**config.mk**
```make
export PLATFORM = sky130hd
export DESIGN_NAME = two_level_vectored_irq_unit
export DESIGN_NICKNAME = d
export VERILOG_FILES = /design/src/irq_unit_pkg.sv /design/src/two_level_vectored_irq_unit.sv
export SDC_FILE = /design/constraint.sdc
export NUM_CORES = 1
export LEC_CHECK = 0
export ABC_AREA = 1
export BUFFER_PORTS_ARGS = -buffer_cell sky130_fd_sc_hd__buf_4
export CORE_ASPECT_RATIO = 0.9
export CORE_MARGIN = 2
export CORE_UTILIZATION = 30
export CTS_CLUSTER_DIAMETER = 200
export CTS_CLUSTER_SIZE = 40
export DETAILED_ROUTE_END_ITERATION = 7
export SETUP_SLACK_MARGIN = 0.05
export SLEW_MARGIN = 10
export SYNTH_ARGS = -nofsm -noshare
export SYNTH_HDL_FRONTEND = slang
export SYNTH_SLANG_ARGS = --single-unit
```
**constraint.sdc**
```tcl
create_clock -name clk_i -period 2.35 [get_ports clk_i]
set_input_delay 0.1175 -clock clk_i [delete_from_list [all_inputs] [get_ports clk_i]]
set_output_delay 0.1175 -clock clk_i [all_outputs]
set_load 0.01 [all_outputs]
```
**src/irq_unit_pkg.sv**
```systemverilog
`default_nettype none
package irq_unit_pkg;
  // Register map (special function register addresses)
  localparam logic [7:0] ADDR_ENABLE_0 = 8'ha8;
  localparam logic [7:0] ADDR_ENABLE_1 = 8'he8;
  localparam logic [7:0] ADDR_LEVEL_0 = 8'hb8;
  localparam logic [7:0] ADDR_LEVEL_1 = 8'hf8;
  // Request flag register, a block-local choice
  localparam logic [7:0] ADDR_FLAGS_LO = 8'hc0;
  localparam logic [7:0] ADDR_FLAGS_HI = 8'hc1;
  // Controller state readback, a block-local choice
  localparam logic [7:0] ADDR_STATUS = 8'hc2;
  localparam logic [7:0] RESET_BYTE = 8'h00;
  localparam int GATE_BIT = 7;
  localparam int NUM_SRC = 15;
  // Machine cycle of 12 clocks; sample phase index within it
  localparam int PHASES = 12;
  localparam logic [3:0] SAMPLE_PHASE = 4'h9;
  localparam logic [3:0] LAST_PHASE = 4'hb;
  // Source indices in polling order, index 0 polled first
  localparam int SRC_EXT0 = 0;
  localparam int SRC_I2C = 1;
  localparam int SRC_CONV = 2;
  localparam int SRC_TMR0 = 3;
  localparam int SRC_CAP0 = 4;
  localparam int SRC_CMP0 = 5;
  localparam int SRC_EXT1 = 6;
  localparam int SRC_CAP1 = 7;
  localparam int SRC_CMP1 = 8;
  localparam int SRC_TMR1 = 9;
  localparam int SRC_CAP2 = 10;
  localparam int SRC_CMP2 = 11;
  localparam int SRC_UART = 12;
  localparam int SRC_CAP3 = 13;
  localparam int SRC_TMR2 = 14;
  typedef logic [15:0] vector_t;
  typedef struct packed {
    logic [7:0] addr;
    logic [7:0] wdata;
    logic wr;
    logic rd;
  } reg_req_t;
  typedef struct packed {
    logic valid;
    logic high;
    logic [3:0] src;
    vector_t addr;
  } call_req_t;
endpackage
`default_nettype wire

```
**src/two_level_vectored_irq_unit.sv**
```systemverilog
// Overview of operation
// - Sample all flags at the sample phase, poll them next machine cycle
// - Enabled unblocked request makes the core perform a long call
// - No vectoring while a same or higher level routine is active
// - Vector only in the last machine cycle of an instruction
// - After return or enable/level register access, one more instruction first
// - Blocked requests are not remembered; every poll is new
// - Timer 0 and timer 1 overflow flags clear on vectoring
// - External flags clear on vectoring only when edge-triggered
// - Call pushes program counter only and loads the chosen vector
// - Return clears the active-level flip-flop, core pops two bytes
// - Level bit 0 selects low priority, 1 selects high
// - High request preempts low routine; high routine never preempted
// - High-level request beats low-level request in the same poll
// - Fixed polling order decides among same-level requests
// - Classic vectors 0003, 000b, 0013, 001b, 0023, 002b
// - Extended vectors 0033 to 0073; capture1 shares 0033
// - Global gate bit 7 of enable bank 0 blocks everything when low
// - Enable bank 0 bits select converter, i2c, uart, timers, externals
// - Enable bank 1 bits select timer2 wrap, matches, captures
// - Software flag writes act like hardware, converter flag cannot be set
//
// Local design decision: the strobed register port.
`default_nettype none
module two_level_vectored_irq_unit #(
  parameter int NUM_SRC = irq_unit_pkg::NUM_SRC
) (
  // Clock and reset
  input wire logic clk_i,
  input wire logic rst_n_i,
  // Register port
  input wire logic [7:0] reg_addr_i,
  input wire logic [7:0] reg_wdata_i,
  input wire logic reg_wr_i,
  input wire logic reg_rd_i,
  output logic [7:0] reg_rdata_o,
  // Request sets from peripherals, one-cycle pulses on this clock
  input wire logic [NUM_SRC-1:0] flag_set_i,
  // External pins, active low, asynchronous; tick_set_i is an active-high pulse on this clock
  input wire logic ext_zero_source_n_i,
  input wire logic ext_one_tick_source_n_i,
  input wire logic tick_set_i,
  // Edge mode per external input, 1 = edge-triggered
  input wire logic ext_zero_edge_i,
  input wire logic ext_one_edge_i,
  // Core sequencer
  input wire logic last_cycle_i,
  input wire logic instr_done_i,
  input wire logic return_from_irq_i,
  output logic sample_phase_o,
  output logic cycle_end_o,
  output logic long_call_o,
  output logic [15:0] call_vector_o,
  output logic [NUM_SRC-1:0] flags_o,
  output logic [1:0] level_active_o
);

  logic [3:0] phase;
  logic [7:0] enable_0;
  logic [7:0] enable_1;
  logic [7:0] level_0;
  logic [7:0] level_1;
  logic [NUM_SRC-1:0] flags;
  logic [NUM_SRC-1:0] sampled;
  logic [NUM_SRC-1:0] polled;
  logic [1:0] active;
  logic hold_off;
  logic [1:0] x0_sync;
  logic [1:0] x1_sync;
  logic x0_prev;
  logic x1_prev;
  logic [NUM_SRC-1:0] enables;
  logic [NUM_SRC-1:0] levels;
  logic [NUM_SRC-1:0] hi_req;
  logic [NUM_SRC-1:0] lo_req;
  logic cycle_end;
  logic ctl_access;
  irq_unit_pkg::call_req_t pick;
  irq_unit_pkg::reg_req_t req;
  logic [NUM_SRC-1:0] hw_clear;
  logic [NUM_SRC-1:0] sw_wmask;
  logic [NUM_SRC-1:0] sw_wval;
  logic [NUM_SRC-1:0] next_flags;

  assign req = '{addr: reg_addr_i, wdata: reg_wdata_i, wr: reg_wr_i, rd: reg_rd_i};

  // Lowest set index wins: index 0 is polled first
  function automatic logic [3:0] first_set(input logic [NUM_SRC-1:0] v);
    logic [3:0] r;
    r = 4'h0;
    for (int i = NUM_SRC - 1; i >= 0; i--)
    begin
      if (v[i])
        r = i[3:0];
    end
    return r;
  endfunction

  function automatic irq_unit_pkg::vector_t vector_of(input logic [3:0] s);
    irq_unit_pkg::vector_t v;
    // Vector table
    // vector table
    unique case (s)
      4'h0: v = 16'h0003;
      4'h1: v = 16'h002b;
      4'h2: v = 16'h0053;
      4'h3: v = 16'h000b;
      4'h4: v = 16'h0033;
      4'h5: v = 16'h005b;
      4'h6: v = 16'h0013;
      // Capture 1 shares the capture 0 entry; unconfirmed, kept on purpose
      4'h7: v = 16'h0033;
      4'h8: v = 16'h0063;
      4'h9: v = 16'h001b;
      4'ha: v = 16'h0043;
      4'hb: v = 16'h006b;
      4'hc: v = 16'h0023;
      4'hd: v = 16'h004b;
      4'he: v = 16'h0073;
      default: v = 16'h0000;
    endcase
    return v;
  endfunction

  // Maps byte-wide enable/level banks onto polling-order indices
  function automatic logic [NUM_SRC-1:0] to_order(input logic [7:0] b0, input logic [7:0] b1);
    logic [NUM_SRC-1:0] r;
    r = '0;
    r[irq_unit_pkg::SRC_EXT0] = b0[0];
    r[irq_unit_pkg::SRC_TMR0] = b0[1];
    r[irq_unit_pkg::SRC_EXT1] = b0[2];
    r[irq_unit_pkg::SRC_TMR1] = b0[3];
    r[irq_unit_pkg::SRC_UART] = b0[4];
    r[irq_unit_pkg::SRC_I2C] = b0[5];
    r[irq_unit_pkg::SRC_CONV] = b0[6];
    r[irq_unit_pkg::SRC_CAP0] = b1[0];
    r[irq_unit_pkg::SRC_CAP1] = b1[1];
    r[irq_unit_pkg::SRC_CAP2] = b1[2];
    r[irq_unit_pkg::SRC_CAP3] = b1[3];
    r[irq_unit_pkg::SRC_CMP0] = b1[4];
    r[irq_unit_pkg::SRC_CMP1] = b1[5];
    r[irq_unit_pkg::SRC_CMP2] = b1[6];
    r[irq_unit_pkg::SRC_TMR2] = b1[7];
    return r;
  endfunction

  // Machine-cycle phase divider
  always_ff @(posedge clk_i)
  begin
    if (!rst_n_i)
      phase <= 4'h0;
    else if (phase == irq_unit_pkg::LAST_PHASE)
      phase <= 4'h0;
    else
      phase <= phase + 4'h1;
  end

  assign cycle_end = (phase == irq_unit_pkg::LAST_PHASE);
  assign sample_phase_o = (phase == irq_unit_pkg::SAMPLE_PHASE);
  assign cycle_end_o = cycle_end;

  // Pin synchronisers; only the second stage is read
  always_ff @(posedge clk_i)
  begin
    if (!rst_n_i)
    begin
      x0_sync <= 2'b11;
      x1_sync <= 2'b11;
      x0_prev <= 1'b1;
      x1_prev <= 1'b1;
    end
    else
    begin
      x0_sync <= {x0_sync[0], ext_zero_source_n_i};
      x1_sync <= {x1_sync[0], ext_one_tick_source_n_i};
      x0_prev <= x0_sync[1];
      x1_prev <= x1_sync[1];
    end
  end

  assign ctl_access = (req.wr || req.rd) &&
                      (req.addr == irq_unit_pkg::ADDR_ENABLE_0 ||
                       req.addr == irq_unit_pkg::ADDR_ENABLE_1 ||
                       req.addr == irq_unit_pkg::ADDR_LEVEL_0 ||
                       req.addr == irq_unit_pkg::ADDR_LEVEL_1);

  // Enable and level registers
  always_ff @(posedge clk_i)
  begin
    if (!rst_n_i)
    begin
      enable_0 <= irq_unit_pkg::RESET_BYTE;
      enable_1 <= irq_unit_pkg::RESET_BYTE;
      level_0 <= irq_unit_pkg::RESET_BYTE;
      level_1 <= irq_unit_pkg::RESET_BYTE;
    end
    else if (req.wr)
    begin
      if (req.addr == irq_unit_pkg::ADDR_ENABLE_0)
        enable_0 <= req.wdata;
      if (req.addr == irq_unit_pkg::ADDR_ENABLE_1)
        enable_1 <= req.wdata;
      // Bit 7 of level bank 0 is reserved and reads zero
      if (req.addr == irq_unit_pkg::ADDR_LEVEL_0)
        level_0 <= {1'b0, req.wdata[6:0]};
      if (req.addr == irq_unit_pkg::ADDR_LEVEL_1)
        level_1 <= req.wdata;
    end
  end

  assign enables = to_order(enable_0, enable_1);
  assign levels = to_order(level_0, level_1);

  // Software flag writes
  always_comb
  begin
    sw_wmask = '0;
    sw_wval = '0;
    if (req.wr && req.addr == irq_unit_pkg::ADDR_FLAGS_LO)
    begin
      sw_wmask[7:0] = 8'hff;
      sw_wval[7:0] = req.wdata;
    end
    if (req.wr && req.addr == irq_unit_pkg::ADDR_FLAGS_HI)
    begin
      sw_wmask[NUM_SRC-1:8] = '1;
      sw_wval[NUM_SRC-1:8] = req.wdata[NUM_SRC-9:0];
    end
  end

  // Flag update: hardware sets win over any clear in the same cycle, except that level-mode external flags follow the pin
  always_comb
  begin
    next_flags = flags;
    for (int i = 0; i < NUM_SRC; i++)
    begin
      if (sw_wmask[i])
        next_flags[i] = sw_wval[i];
    end
    if (sw_wmask[irq_unit_pkg::SRC_CONV] && !flags[irq_unit_pkg::SRC_CONV])
      next_flags[irq_unit_pkg::SRC_CONV] = 1'b0;
    next_flags = next_flags & ~hw_clear;
    next_flags = next_flags | flag_set_i;
    // Edge mode: falling edge sets; level mode: flag follows pin
    if (ext_zero_edge_i)
    begin
      if (x0_prev && !x0_sync[1])
        next_flags[irq_unit_pkg::SRC_EXT0] = 1'b1;
    end
    else
      next_flags[irq_unit_pkg::SRC_EXT0] = !x0_sync[1];
    if (ext_one_edge_i)
    begin
      if (x1_prev && !x1_sync[1])
        next_flags[irq_unit_pkg::SRC_EXT1] = 1'b1;
    end
    else
      next_flags[irq_unit_pkg::SRC_EXT1] = !x1_sync[1];
    // Seconds tick is ORed onto the external 1 request
    if (tick_set_i)
      next_flags[irq_unit_pkg::SRC_EXT1] = 1'b1;
  end

  always_ff @(posedge clk_i)
  begin
    if (!rst_n_i)
      flags <= '0;
    else
      flags <= next_flags;
  end

  always_ff @(posedge clk_i)
  begin
    if (!rst_n_i)
      sampled <= '0;
    else if (sample_phase_o)
      sampled <= flags;
  end

  // poll next cycle
  // The poll at a cycle end sees the samples of the machine cycle before;
  // a stale poll of a source just served is held off by the level flip-flops
  always_ff @(posedge clk_i)
  begin
    if (!rst_n_i)
      polled <= '0;
    else if (cycle_end)
      polled <= sampled;
  end

  assign hi_req = (enable_0[irq_unit_pkg::GATE_BIT] ? polled & enables : '0) & levels;
  assign lo_req = (enable_0[irq_unit_pkg::GATE_BIT] ? polled & enables : '0) & ~levels;

  always_comb
  begin
    pick = '0;
    if (!active[1] && |hi_req)
    begin
      pick.valid = 1'b1;
      pick.high = 1'b1;
      pick.src = first_set(hi_req);
    end
    else if (!active[1] && !active[0] && |lo_req)
    begin
      pick.valid = 1'b1;
      pick.src = first_set(lo_req);
    end
    pick.addr = vector_of(pick.src);
  end

  // one instruction after return or access
  always_ff @(posedge clk_i)
  begin
    if (!rst_n_i)
      hold_off <= 1'b0;
    else if (return_from_irq_i || ctl_access)
      hold_off <= 1'b1;
    else if (instr_done_i)
      hold_off <= 1'b0;
  end

  assign long_call_o = pick.valid && cycle_end && last_cycle_i && !hold_off &&
                       !return_from_irq_i && !ctl_access;

  always_ff @(posedge clk_i)
  begin
    if (!rst_n_i)
      call_vector_o <= 16'h0000;
    else if (long_call_o)
      call_vector_o <= pick.addr;
  end

  always_comb
  begin
    hw_clear = '0;
    if (long_call_o)
    begin
      if (pick.src == irq_unit_pkg::SRC_TMR0[3:0] || pick.src == irq_unit_pkg::SRC_TMR1[3:0])
        hw_clear[pick.src] = 1'b1;
      if (pick.src == irq_unit_pkg::SRC_EXT0[3:0] && ext_zero_edge_i)
        hw_clear[pick.src] = 1'b1;
      if (pick.src == irq_unit_pkg::SRC_EXT1[3:0] && ext_one_edge_i)
        hw_clear[pick.src] = 1'b1;
    end
  end

  always_ff @(posedge clk_i)
  begin
    if (!rst_n_i)
      active <= 2'b00;
    else if (long_call_o)
      active[pick.high] <= 1'b1;
    else if (return_from_irq_i)
    begin
      if (active[1])
        active[1] <= 1'b0;
      else
        active[0] <= 1'b0;
    end
  end

  assign flags_o = flags;
  assign level_active_o = active;

  // Read data one cycle after the strobe; unmapped reads return zero
  always_ff @(posedge clk_i)
  begin
    if (!rst_n_i)
      reg_rdata_o <= 8'h00;
    else if (req.rd)
    begin
      unique case (req.addr)
        irq_unit_pkg::ADDR_ENABLE_0: reg_rdata_o <= enable_0;
        irq_unit_pkg::ADDR_ENABLE_1: reg_rdata_o <= enable_1;
        irq_unit_pkg::ADDR_LEVEL_0: reg_rdata_o <= level_0;
        irq_unit_pkg::ADDR_LEVEL_1: reg_rdata_o <= level_1;
        irq_unit_pkg::ADDR_FLAGS_LO: reg_rdata_o <= flags[7:0];
        irq_unit_pkg::ADDR_FLAGS_HI: reg_rdata_o <= {1'b0, flags[NUM_SRC-1:8]};
        irq_unit_pkg::ADDR_STATUS: reg_rdata_o <= {5'h00, hold_off, active};
        default: reg_rdata_o <= 8'h00;
      endcase
    end
    else
      reg_rdata_o <= 8'h00;
  end

  property p_gate_blocks;
    @(posedge clk_i) disable iff (!rst_n_i)
      !enable_0[irq_unit_pkg::GATE_BIT] |-> !long_call_o;
  endproperty
  a_gate_blocks: assert property (p_gate_blocks) else $error("call with gate low");

  property p_last_cycle;
    @(posedge clk_i) disable iff (!rst_n_i)
      long_call_o |-> last_cycle_i && cycle_end;
  endproperty
  a_last_cycle: assert property (p_last_cycle) else $error("call outside last cycle");

  property p_high_no_preempt;
    @(posedge clk_i) disable iff (!rst_n_i)
      active[1] |-> !long_call_o;
  endproperty
  a_high_no_preempt: assert property (p_high_no_preempt) else $error("high preempted");

  property p_low_block;
    @(posedge clk_i) disable iff (!rst_n_i)
      (active[0] && long_call_o) |-> pick.high;
  endproperty
  a_low_block: assert property (p_low_block) else $error("low preempted low");

  property p_holdoff;
    @(posedge clk_i) disable iff (!rst_n_i)
      (return_from_irq_i || ctl_access) |=> hold_off && !long_call_o;
  endproperty
  a_holdoff: assert property (p_holdoff) else $error("call right after return");

  property p_vector_loaded;
    @(posedge clk_i) disable iff (!rst_n_i)
      long_call_o |=> call_vector_o == vector_of($past(pick.src));
  endproperty
  a_vector_loaded: assert property (p_vector_loaded) else $error("wrong vector");

  property p_active_set;
    @(posedge clk_i) disable iff (!rst_n_i)
      long_call_o && pick.high |=> active[1];
  endproperty
  a_active_set: assert property (p_active_set) else $error("level not marked");

  property p_timer_clear;
    @(posedge clk_i) disable iff (!rst_n_i)
      long_call_o && pick.src == irq_unit_pkg::SRC_TMR0[3:0] &&
      !flag_set_i[irq_unit_pkg::SRC_TMR0] |=> !flags[irq_unit_pkg::SRC_TMR0];
  endproperty
  a_timer_clear: assert property (p_timer_clear) else $error("timer 0 flag kept");

  property p_uart_kept;
    @(posedge clk_i) disable iff (!rst_n_i)
      long_call_o && pick.src == irq_unit_pkg::SRC_UART[3:0] && !req.wr
      |=> flags[irq_unit_pkg::SRC_UART];
  endproperty
  a_uart_kept: assert property (p_uart_kept) else $error("uart flag cleared");

  property p_high_first;
    @(posedge clk_i) disable iff (!rst_n_i)
      long_call_o && |hi_req |-> pick.high;
  endproperty
  a_high_first: assert property (p_high_first) else $error("low chosen over high");

endmodule // two_level_vectored_irq_unit
`default_nettype wire

```
**Word-level counts from Yosys, hierarchy flattened**

Memory sizes are Yosys's and may differ from the RTL's. A register that Yosys moved wholly into a read port is not among the register bits.
Cells that the tools add are included.

- $add $sub $neg: 1
- $lt $le $gt $ge: 4
- Eq/ne operators: 13
- Multiplexer cells: 77
- Bitwise logic cells: 11
- Reduce and logical (&&, ||, !) cells: 45

Operators with widths:

| operator | number |
|---|---|
| 2-to-1 mux 4 bit | 32 |
| 2-to-1 mux 15 bit | 7 |
| AND 15 bit | 4 |
| == test 8 bit (second input constant) | 7 |
| one-hot mux 8 bit (7 select lines) | 1 |
| bitwise OR 15 bit | 3 |
| NOT 15 bit | 2 |
| OR reduction 15 bit | 2 |
| 2-to-1 mux 1 bit | 29 |
| logical AND 1 bit | 18 |
| 2-to-1 mux 8 bit | 2 |
| 2-to-1 mux 7 bit | 2 |
| == test 4 bit (second input constant) | 3 |
| AND reduction 2 bit | 6 |
| logical NOT 1 bit | 9 |
| logical OR 1 bit | 6 |
| less-than comparator 4 x 5 -> 1 bit (second input constant) | 1 |
| adder 4 x 1 -> 4 bit (second input constant) | 1 |
| demux 1 bit (select 4 bit) | 1 |
| == test 4 x 2 -> 1 bit (second input constant) | 1 |
| == test 4 x 3 -> 1 bit (second input constant) | 1 |
| greater-or-equal comparator 4 x 1 -> 1 bit (second input constant) | 1 |
| logical NOT 4 bit | 1 |
| 2-to-1 mux 2 bit | 2 |
| other kinds (8) | 9 |

- Register bits after elaboration: 113
- Bits in read-only memories: 96
- Bits of input ports: 43
- Memories: 1

Memories:

| name | words | bits a word | read ports | clocked after Yosys merged registers in | write ports | RTL line | source |
|---|---|---|---|---|---|---|---|
| (name not given) | 16 | 6 | 1 | 1 | 0 | two_level_vectored_irq_unit.sv:103 | `unique case (s)` |

**Logic depth before layout (Yosys ltp)**

- Word-level depth: 38
- Mapped depth: 24

**Worst setup path before layout**

No wires, ideal clock.

- Kind: register -> register
- Start: reg enable_0[7]
- End: reg flags[5] (netlist: flags_o[5])
- Library setup time: 0.134 ns
- Arrival time: 2.155 ns
- Setup slack: 0.061 ns
- Stages on the path, launching flop included: 23
- Clock period less this slack: 2.289 ns
- Path through: dfxtp_1 buf_6 buf_6 nand4_2 nand2_1 nand2_1 a21oi_1 o21ai_0 nand2_1 nand2_1 nand2_1 nand2_1 nand2_1 nand2_1 nand2_1 nand2_1 inv_1 ha_1 nand3_1 nor2_2 nand3_1 o21ai_1 a21oi_1

- Cells in the longest elaborated chain, start to end: 34

RTL lines:

| what | RTL line | source |
|---|---|---|
| start, declared | two_level_vectored_irq_unit.sv:59 | `logic [7:0] enable_0;` |
| start signal, assigned | two_level_vectored_irq_unit.sv:192 | `enable_0 <= irq_unit_pkg::RESET_BYTE;` |
| start signal, assigned | two_level_vectored_irq_unit.sv:200 | `enable_0 <= req.wdata;` |
| 2-to-1 mux 15 bit (*) | two_level_vectored_irq_unit.sv:291, two_level_vectored_irq_unit.sv:292 |  |
| AND 15 bit | two_level_vectored_irq_unit.sv:292 | `assign lo_req = (enable_0[irq_unit_pkg::GATE_BIT] ? polled & enables : '0) & ~levels;` |
| 2-to-1 mux 4 bit (15 in a row) | two_level_vectored_irq_unit.sv:93 | `if (v[i])` |
| 2-to-1 mux 4 bit | two_level_vectored_irq_unit.sv:303 | `else if (!active[1] && !active[0] && \|lo_req)` |
| 2-to-1 mux 4 bit | two_level_vectored_irq_unit.sv:297 | `if (!active[1] && \|hi_req)` |
| less-than comparator 4 x 5 -> 1 bit (not written as such) / greater-or-equal comparator 4 x 1 -> 1 bit (equally long branches) | two_level_vectored_irq_unit.sv:339, two_level_vectored_irq_unit.sv:341, two_level_vectored_irq_unit.sv:343 |  |
| logical AND 1 bit (not written as such) | two_level_vectored_irq_unit.sv:339, two_level_vectored_irq_unit.sv:341, two_level_vectored_irq_unit.sv:343 |  |
| 2-to-1 mux 1 bit (not written as such) | two_level_vectored_irq_unit.sv:339, two_level_vectored_irq_unit.sv:341, two_level_vectored_irq_unit.sv:343 |  |
| [... 4 more ...] | - |  |
| 2-to-1 mux 15 bit | two_level_vectored_irq_unit.sv:340 | `if (pick.src == irq_unit_pkg::SRC_EXT0[3:0] && ext_zero_edge_i)` |
| 2-to-1 mux 15 bit | two_level_vectored_irq_unit.sv:336 | `if (long_call_o)` |
| bitwise OR 15 bit (no line) | - |  |
| 2-to-1 mux 15 bit | two_level_vectored_irq_unit.sv:342 | `if (pick.src == irq_unit_pkg::SRC_EXT1[3:0] && ext_one_edge_i)` |
| 2-to-1 mux 15 bit (*) | two_level_vectored_irq_unit.sv:336 |  |
| NOT 15 bit (*) | two_level_vectored_irq_unit.sv:242 | `next_flags = next_flags & ~hw_clear;` |
| AND 15 bit (*) | two_level_vectored_irq_unit.sv:242 |  |
| bitwise OR 15 bit (*) | two_level_vectored_irq_unit.sv:243 | `next_flags = next_flags \| flag_set_i;` |
| end signal, assigned | two_level_vectored_irq_unit.sv:269 | `flags <= next_flags;` |
| end, declared | two_level_vectored_irq_unit.sv:63 | `logic [NUM_SRC-1:0] flags;` |

Every way passes the cells marked *; elsewhere a longest branch is shown, timed or not. The select of a mux whose other input is x is not followed.
A chain may end at the register's enable or synchronous reset.

**Final worst setup path**

- Start: reg enable_0[7]
- End: reg flags[1] (netlist: flags_o[1])

Same word-level chain as after synthesis.

==> summary.txt <==
status -> finished with violations
failing checks -> negative setup slack
Final Cycle Share -> 107.6%
CP bufs+invs -> 5
pin count of the biggest net entering global routing -> 47
EDFF count, synth -> 0
Worst Skew -> 0.008432 ns
Cell Area, Synth -> 5289 um^2
cell row count -> 46
Hold Slack -> 0.009077 ns
core area -> 17,440 um^2
number of global-route vias before repair -> 5,403
final-report hold violation count -> 0
worst-margin pin slew -> 0.8673 ns
Die ar. -> 18,710 um^2
CTS sink count -> 102
Hold Path Sink -> flags_o[3]$_SDFF_PN0_
Starting DRT DRC Count -> 497
HP Class -> input port to flop
count of different cell masters after synthesis -> 50
most common cell after layout, fill and taps aside -> buf_4
worst hold path depth -> 3
filler cell count in the final layout -> 1,766
DRC -> 0
Largest stage delay, worst path -> 0.40 ns
beginning of the worst hold path -> flag_set_i[3]
nets@finish -> 988
global-route total usage across every layer -> 20.74%
crit path capture type -> flop
CP Data Arrival Time -> 2.75 ns
setup violators final -> 14
asr flop ratio synth -> 0%
IO Count -> 87
TritonCTS clock tree -> done
CP startpoint kind -> flop
CP max FO -> 6
number of port buffers -> 76
FF-to-FF setup slack -> -0.18 ns
fin worst setup slack -> -0.1781 ns
clock latency on the worst-skew pair -> 0.35 ns
initial antenna violation count -> 0
area share of the largest cell type after synthesis -> 38.61%
post-route ant nets -> 0
clk slew on worst S/H paths -> 0.07 ns
Setup Crit Path Kind -> flop to flop
worst r2r src -> enable_0[7]$_SDFFE_PN0P_
grt ovf -> 0
drt first pass iters -> 6
RSZ-0062 raised after global routing -> yes
Lkg Pwr -> 3.196 nW
Die H -> 130.0 um
post-synthesis instance total -> 757
area leader, netlist -> dfxtp_1
drt wl/cell -> 16.17 um
TritonCTS Buffers -> 9
GP Congestion -> 0.9611
main flop type after synthesis -> dfxtp_1
Clock Path Buffers -> 2
Non-Filler Instances -> 1,184
fin util -> 43.35%
FF-to-FF path depth -> 17
Pwr Density -> 478.7 nW/um^2
final slew viol count -> 0
global-route wire length before repair -> 29,540 um
post-DP HPWL -> 13,990 um
Crit Reg-Reg Endpoint -> flags_o[1]$_SDFF_PN0_
layout cells sized above 1 -> 33.05%
Root Buffer -> clkbuf_16
max_cap viols -> 0
Vias/cell -> 4.907
Area contributors post-synth -> dfxtp_1 (39%), nand2_1 (11%), a21oi_1 (8.1%)
maximum vdd drop -> 0.0004249 V
Die X -> 144.0 um
CTS H-tree depth -> 3
Slowest-stage cell, CP -> dfxtp_4
final wirelength -> 19,150 um
Area growth syn-to-layout -> 42.94%
Ant. Diodes -> 0
Fmax -> 0.3956 GHz
Avg Inst Size Synth -> 6.987 um^2
most frequent cells in the layout -> buf_4 (178), nand2_1 (149), dfxtp_1 (101)
DR vias -> 5,810
cell count after placement -> 1,125
Tmin final -> 2.528 ns
CP Cell Sequence -> buf_6 > buf_6 > nand4_1 > nand2_1 > inv_2 > nand2_2 > nor2_2 > nand2_1 > nand2_2 > nor3_4 > a31oi_4 > inv_2 > ha_4 > buf_4 > o2111ai_4 > o21ai_2 > a21oi_1
YS warnings -> 0
Synth Register Bits -> 102
Req. time, crit path -> 2.57 ns
Rel. slew slack -> 41.43%
Initial Util -> 30.33%
sequential share of the synthesized area -> 38.61%
Crit path max-delay family -> simple AND/OR/NAND/NOR gates
## layer usage
layer  vias to the layer above  wire length, um  global-route usage, %
met1                      2650             8064                  27.35
met5                         -                0                      0
li1                       2836                -                      -
met4                         0              808                  8.881
met3                        64             1565                  3.450
met2                       260             8706                  33.70
## final cells by class
class                   instances  area, um^2  area share [%]
multi-input cells             528        2998           39.66
flip-flops and latches        102        2046           27.06
repair buffers                196        1530           20.24
inverters                     102       385.4           5.098
well taps                     240       300.3           3.972
clock buffers                  11       232.7           3.078
clock inverters                 5       67.56          0.8937
## synthesized netlist by cell type (all sizes together) (2+ instances only)
master,number
nand3,31
nor4,3
nor3,7
nand4,23
inv,100
ha,6
a21oi,87
clkinv,2
o2bb2ai,2
o21ai,70
clkbuf,16
a211oi,4
buf,18
nor2,78
nand2,171
a31oi,4
o22ai,6
a221oi,6
or2,7
dfxtp,102
a2111oi,2
## cell families (layout without fill, tap and decap cells)
group | Yosys count | count (layout) | synth area share (%)
multiplexers | 1 | 1 | 0.2129
adder cells (fa/ha/maj) | 6 | 6 | 1.419
XOR/XNOR | 1 | 1 | 0.1656
AO/OA/AOI/OAI | 189 | 189 | 19.57
buffers and inverters | 136 | 314 | 11.05
AND/OR/NAND/NOR | 321 | 321 | 28.91
other | 1 | 10 | 0.07090
flip-flops | 102 | 102 | 38.61
## metrics by stage
step                      area (um^2)  setup TNS, ns  setup WS, ns  total power [mW]
after floorplan                  5323              0       0.06140             1.946
after global placement           6570         -2.582       -0.2675             2.090
after detailed placement         6570         -3.312       -0.2877             2.090
after CTS                        7430        -0.6404      -0.09050             3.632
after global routing             7560         -3.803       -0.2953             3.731
final                            7560         -1.383       -0.1781             3.619
## worst min-delay path: cells and delay by family
kind / cells / cell delay, ns
buffers and inverters: 2 / 0.14
AO/OA/AOI/OAI: 1 / 0.05
## worst max path at each step
| stage | start | end | slack (ns) | cells after the start |
|---|---|---|---|---|
| 6_report | enable_0[7]$_SDFFE_PN0P_ | flags_o[1]$_SDFF_PN0_ | -0.18 | 17 |
| 5_1_grt | enable_0[7]$_SDFFE_PN0P_ | flags_o[5]$_SDFF_PN0_ | -0.30 | 21 |
| 4_1_cts | enable_0[7]$_SDFFE_PN0P_ | flags_o[4]$_SDFF_PN0_ | -0.09 | 21 |
| 3_5_place_dp | enable_0[7]$_SDFFE_PN0P_ | flags_o[5]$_SDFF_PN0_ | -0.29 | 17 |
| 3_3_place_gp | enable_0[7]$_SDFFE_PN0P_ | flags_o[1]$_SDFF_PN0_ | -0.27 | 20 |
| 2_1_floorplan | enable_0[7]$_SDFFE_PN0P_ | flags_o[5]$_SDFF_PN0_ | 0.06 | 22 |
## power by group
part	total (mW)	switching, mW	internal (mW)	leakage [nW]
combinational	0.270	0.153	0.117	2.23
sequential	1.80	0.0406	1.76	0.829
clock	1.55	0.710	0.843	0.140
total	3.62	0.903	2.72	3.20
## sequential cells by signal (all words and copies together), names as in the netlist
signal          flops
level_active_o      2
polled             15
x1_sync             2
reg_rdata_o         8
x1_prev             1
hold_off            1
phase               4
level_0             7
flags_o            15
x0_prev             1
level_1             8
call_vector_o       5
enable_1            8
enable_0            8
x0_sync             2
sampled            15
## what timing repair did
action | CTS | global route
hold buffers | 7 | 0
resized for setup | 84 | 16
setup buffers | 25 | 10
pin swaps | 33 | 14
cloned | 3 | 0
endpoints found under the setup margin | 18 | 18
endpoints found under the hold margin | 7 | 0
(Power assumes the default switching activity.)
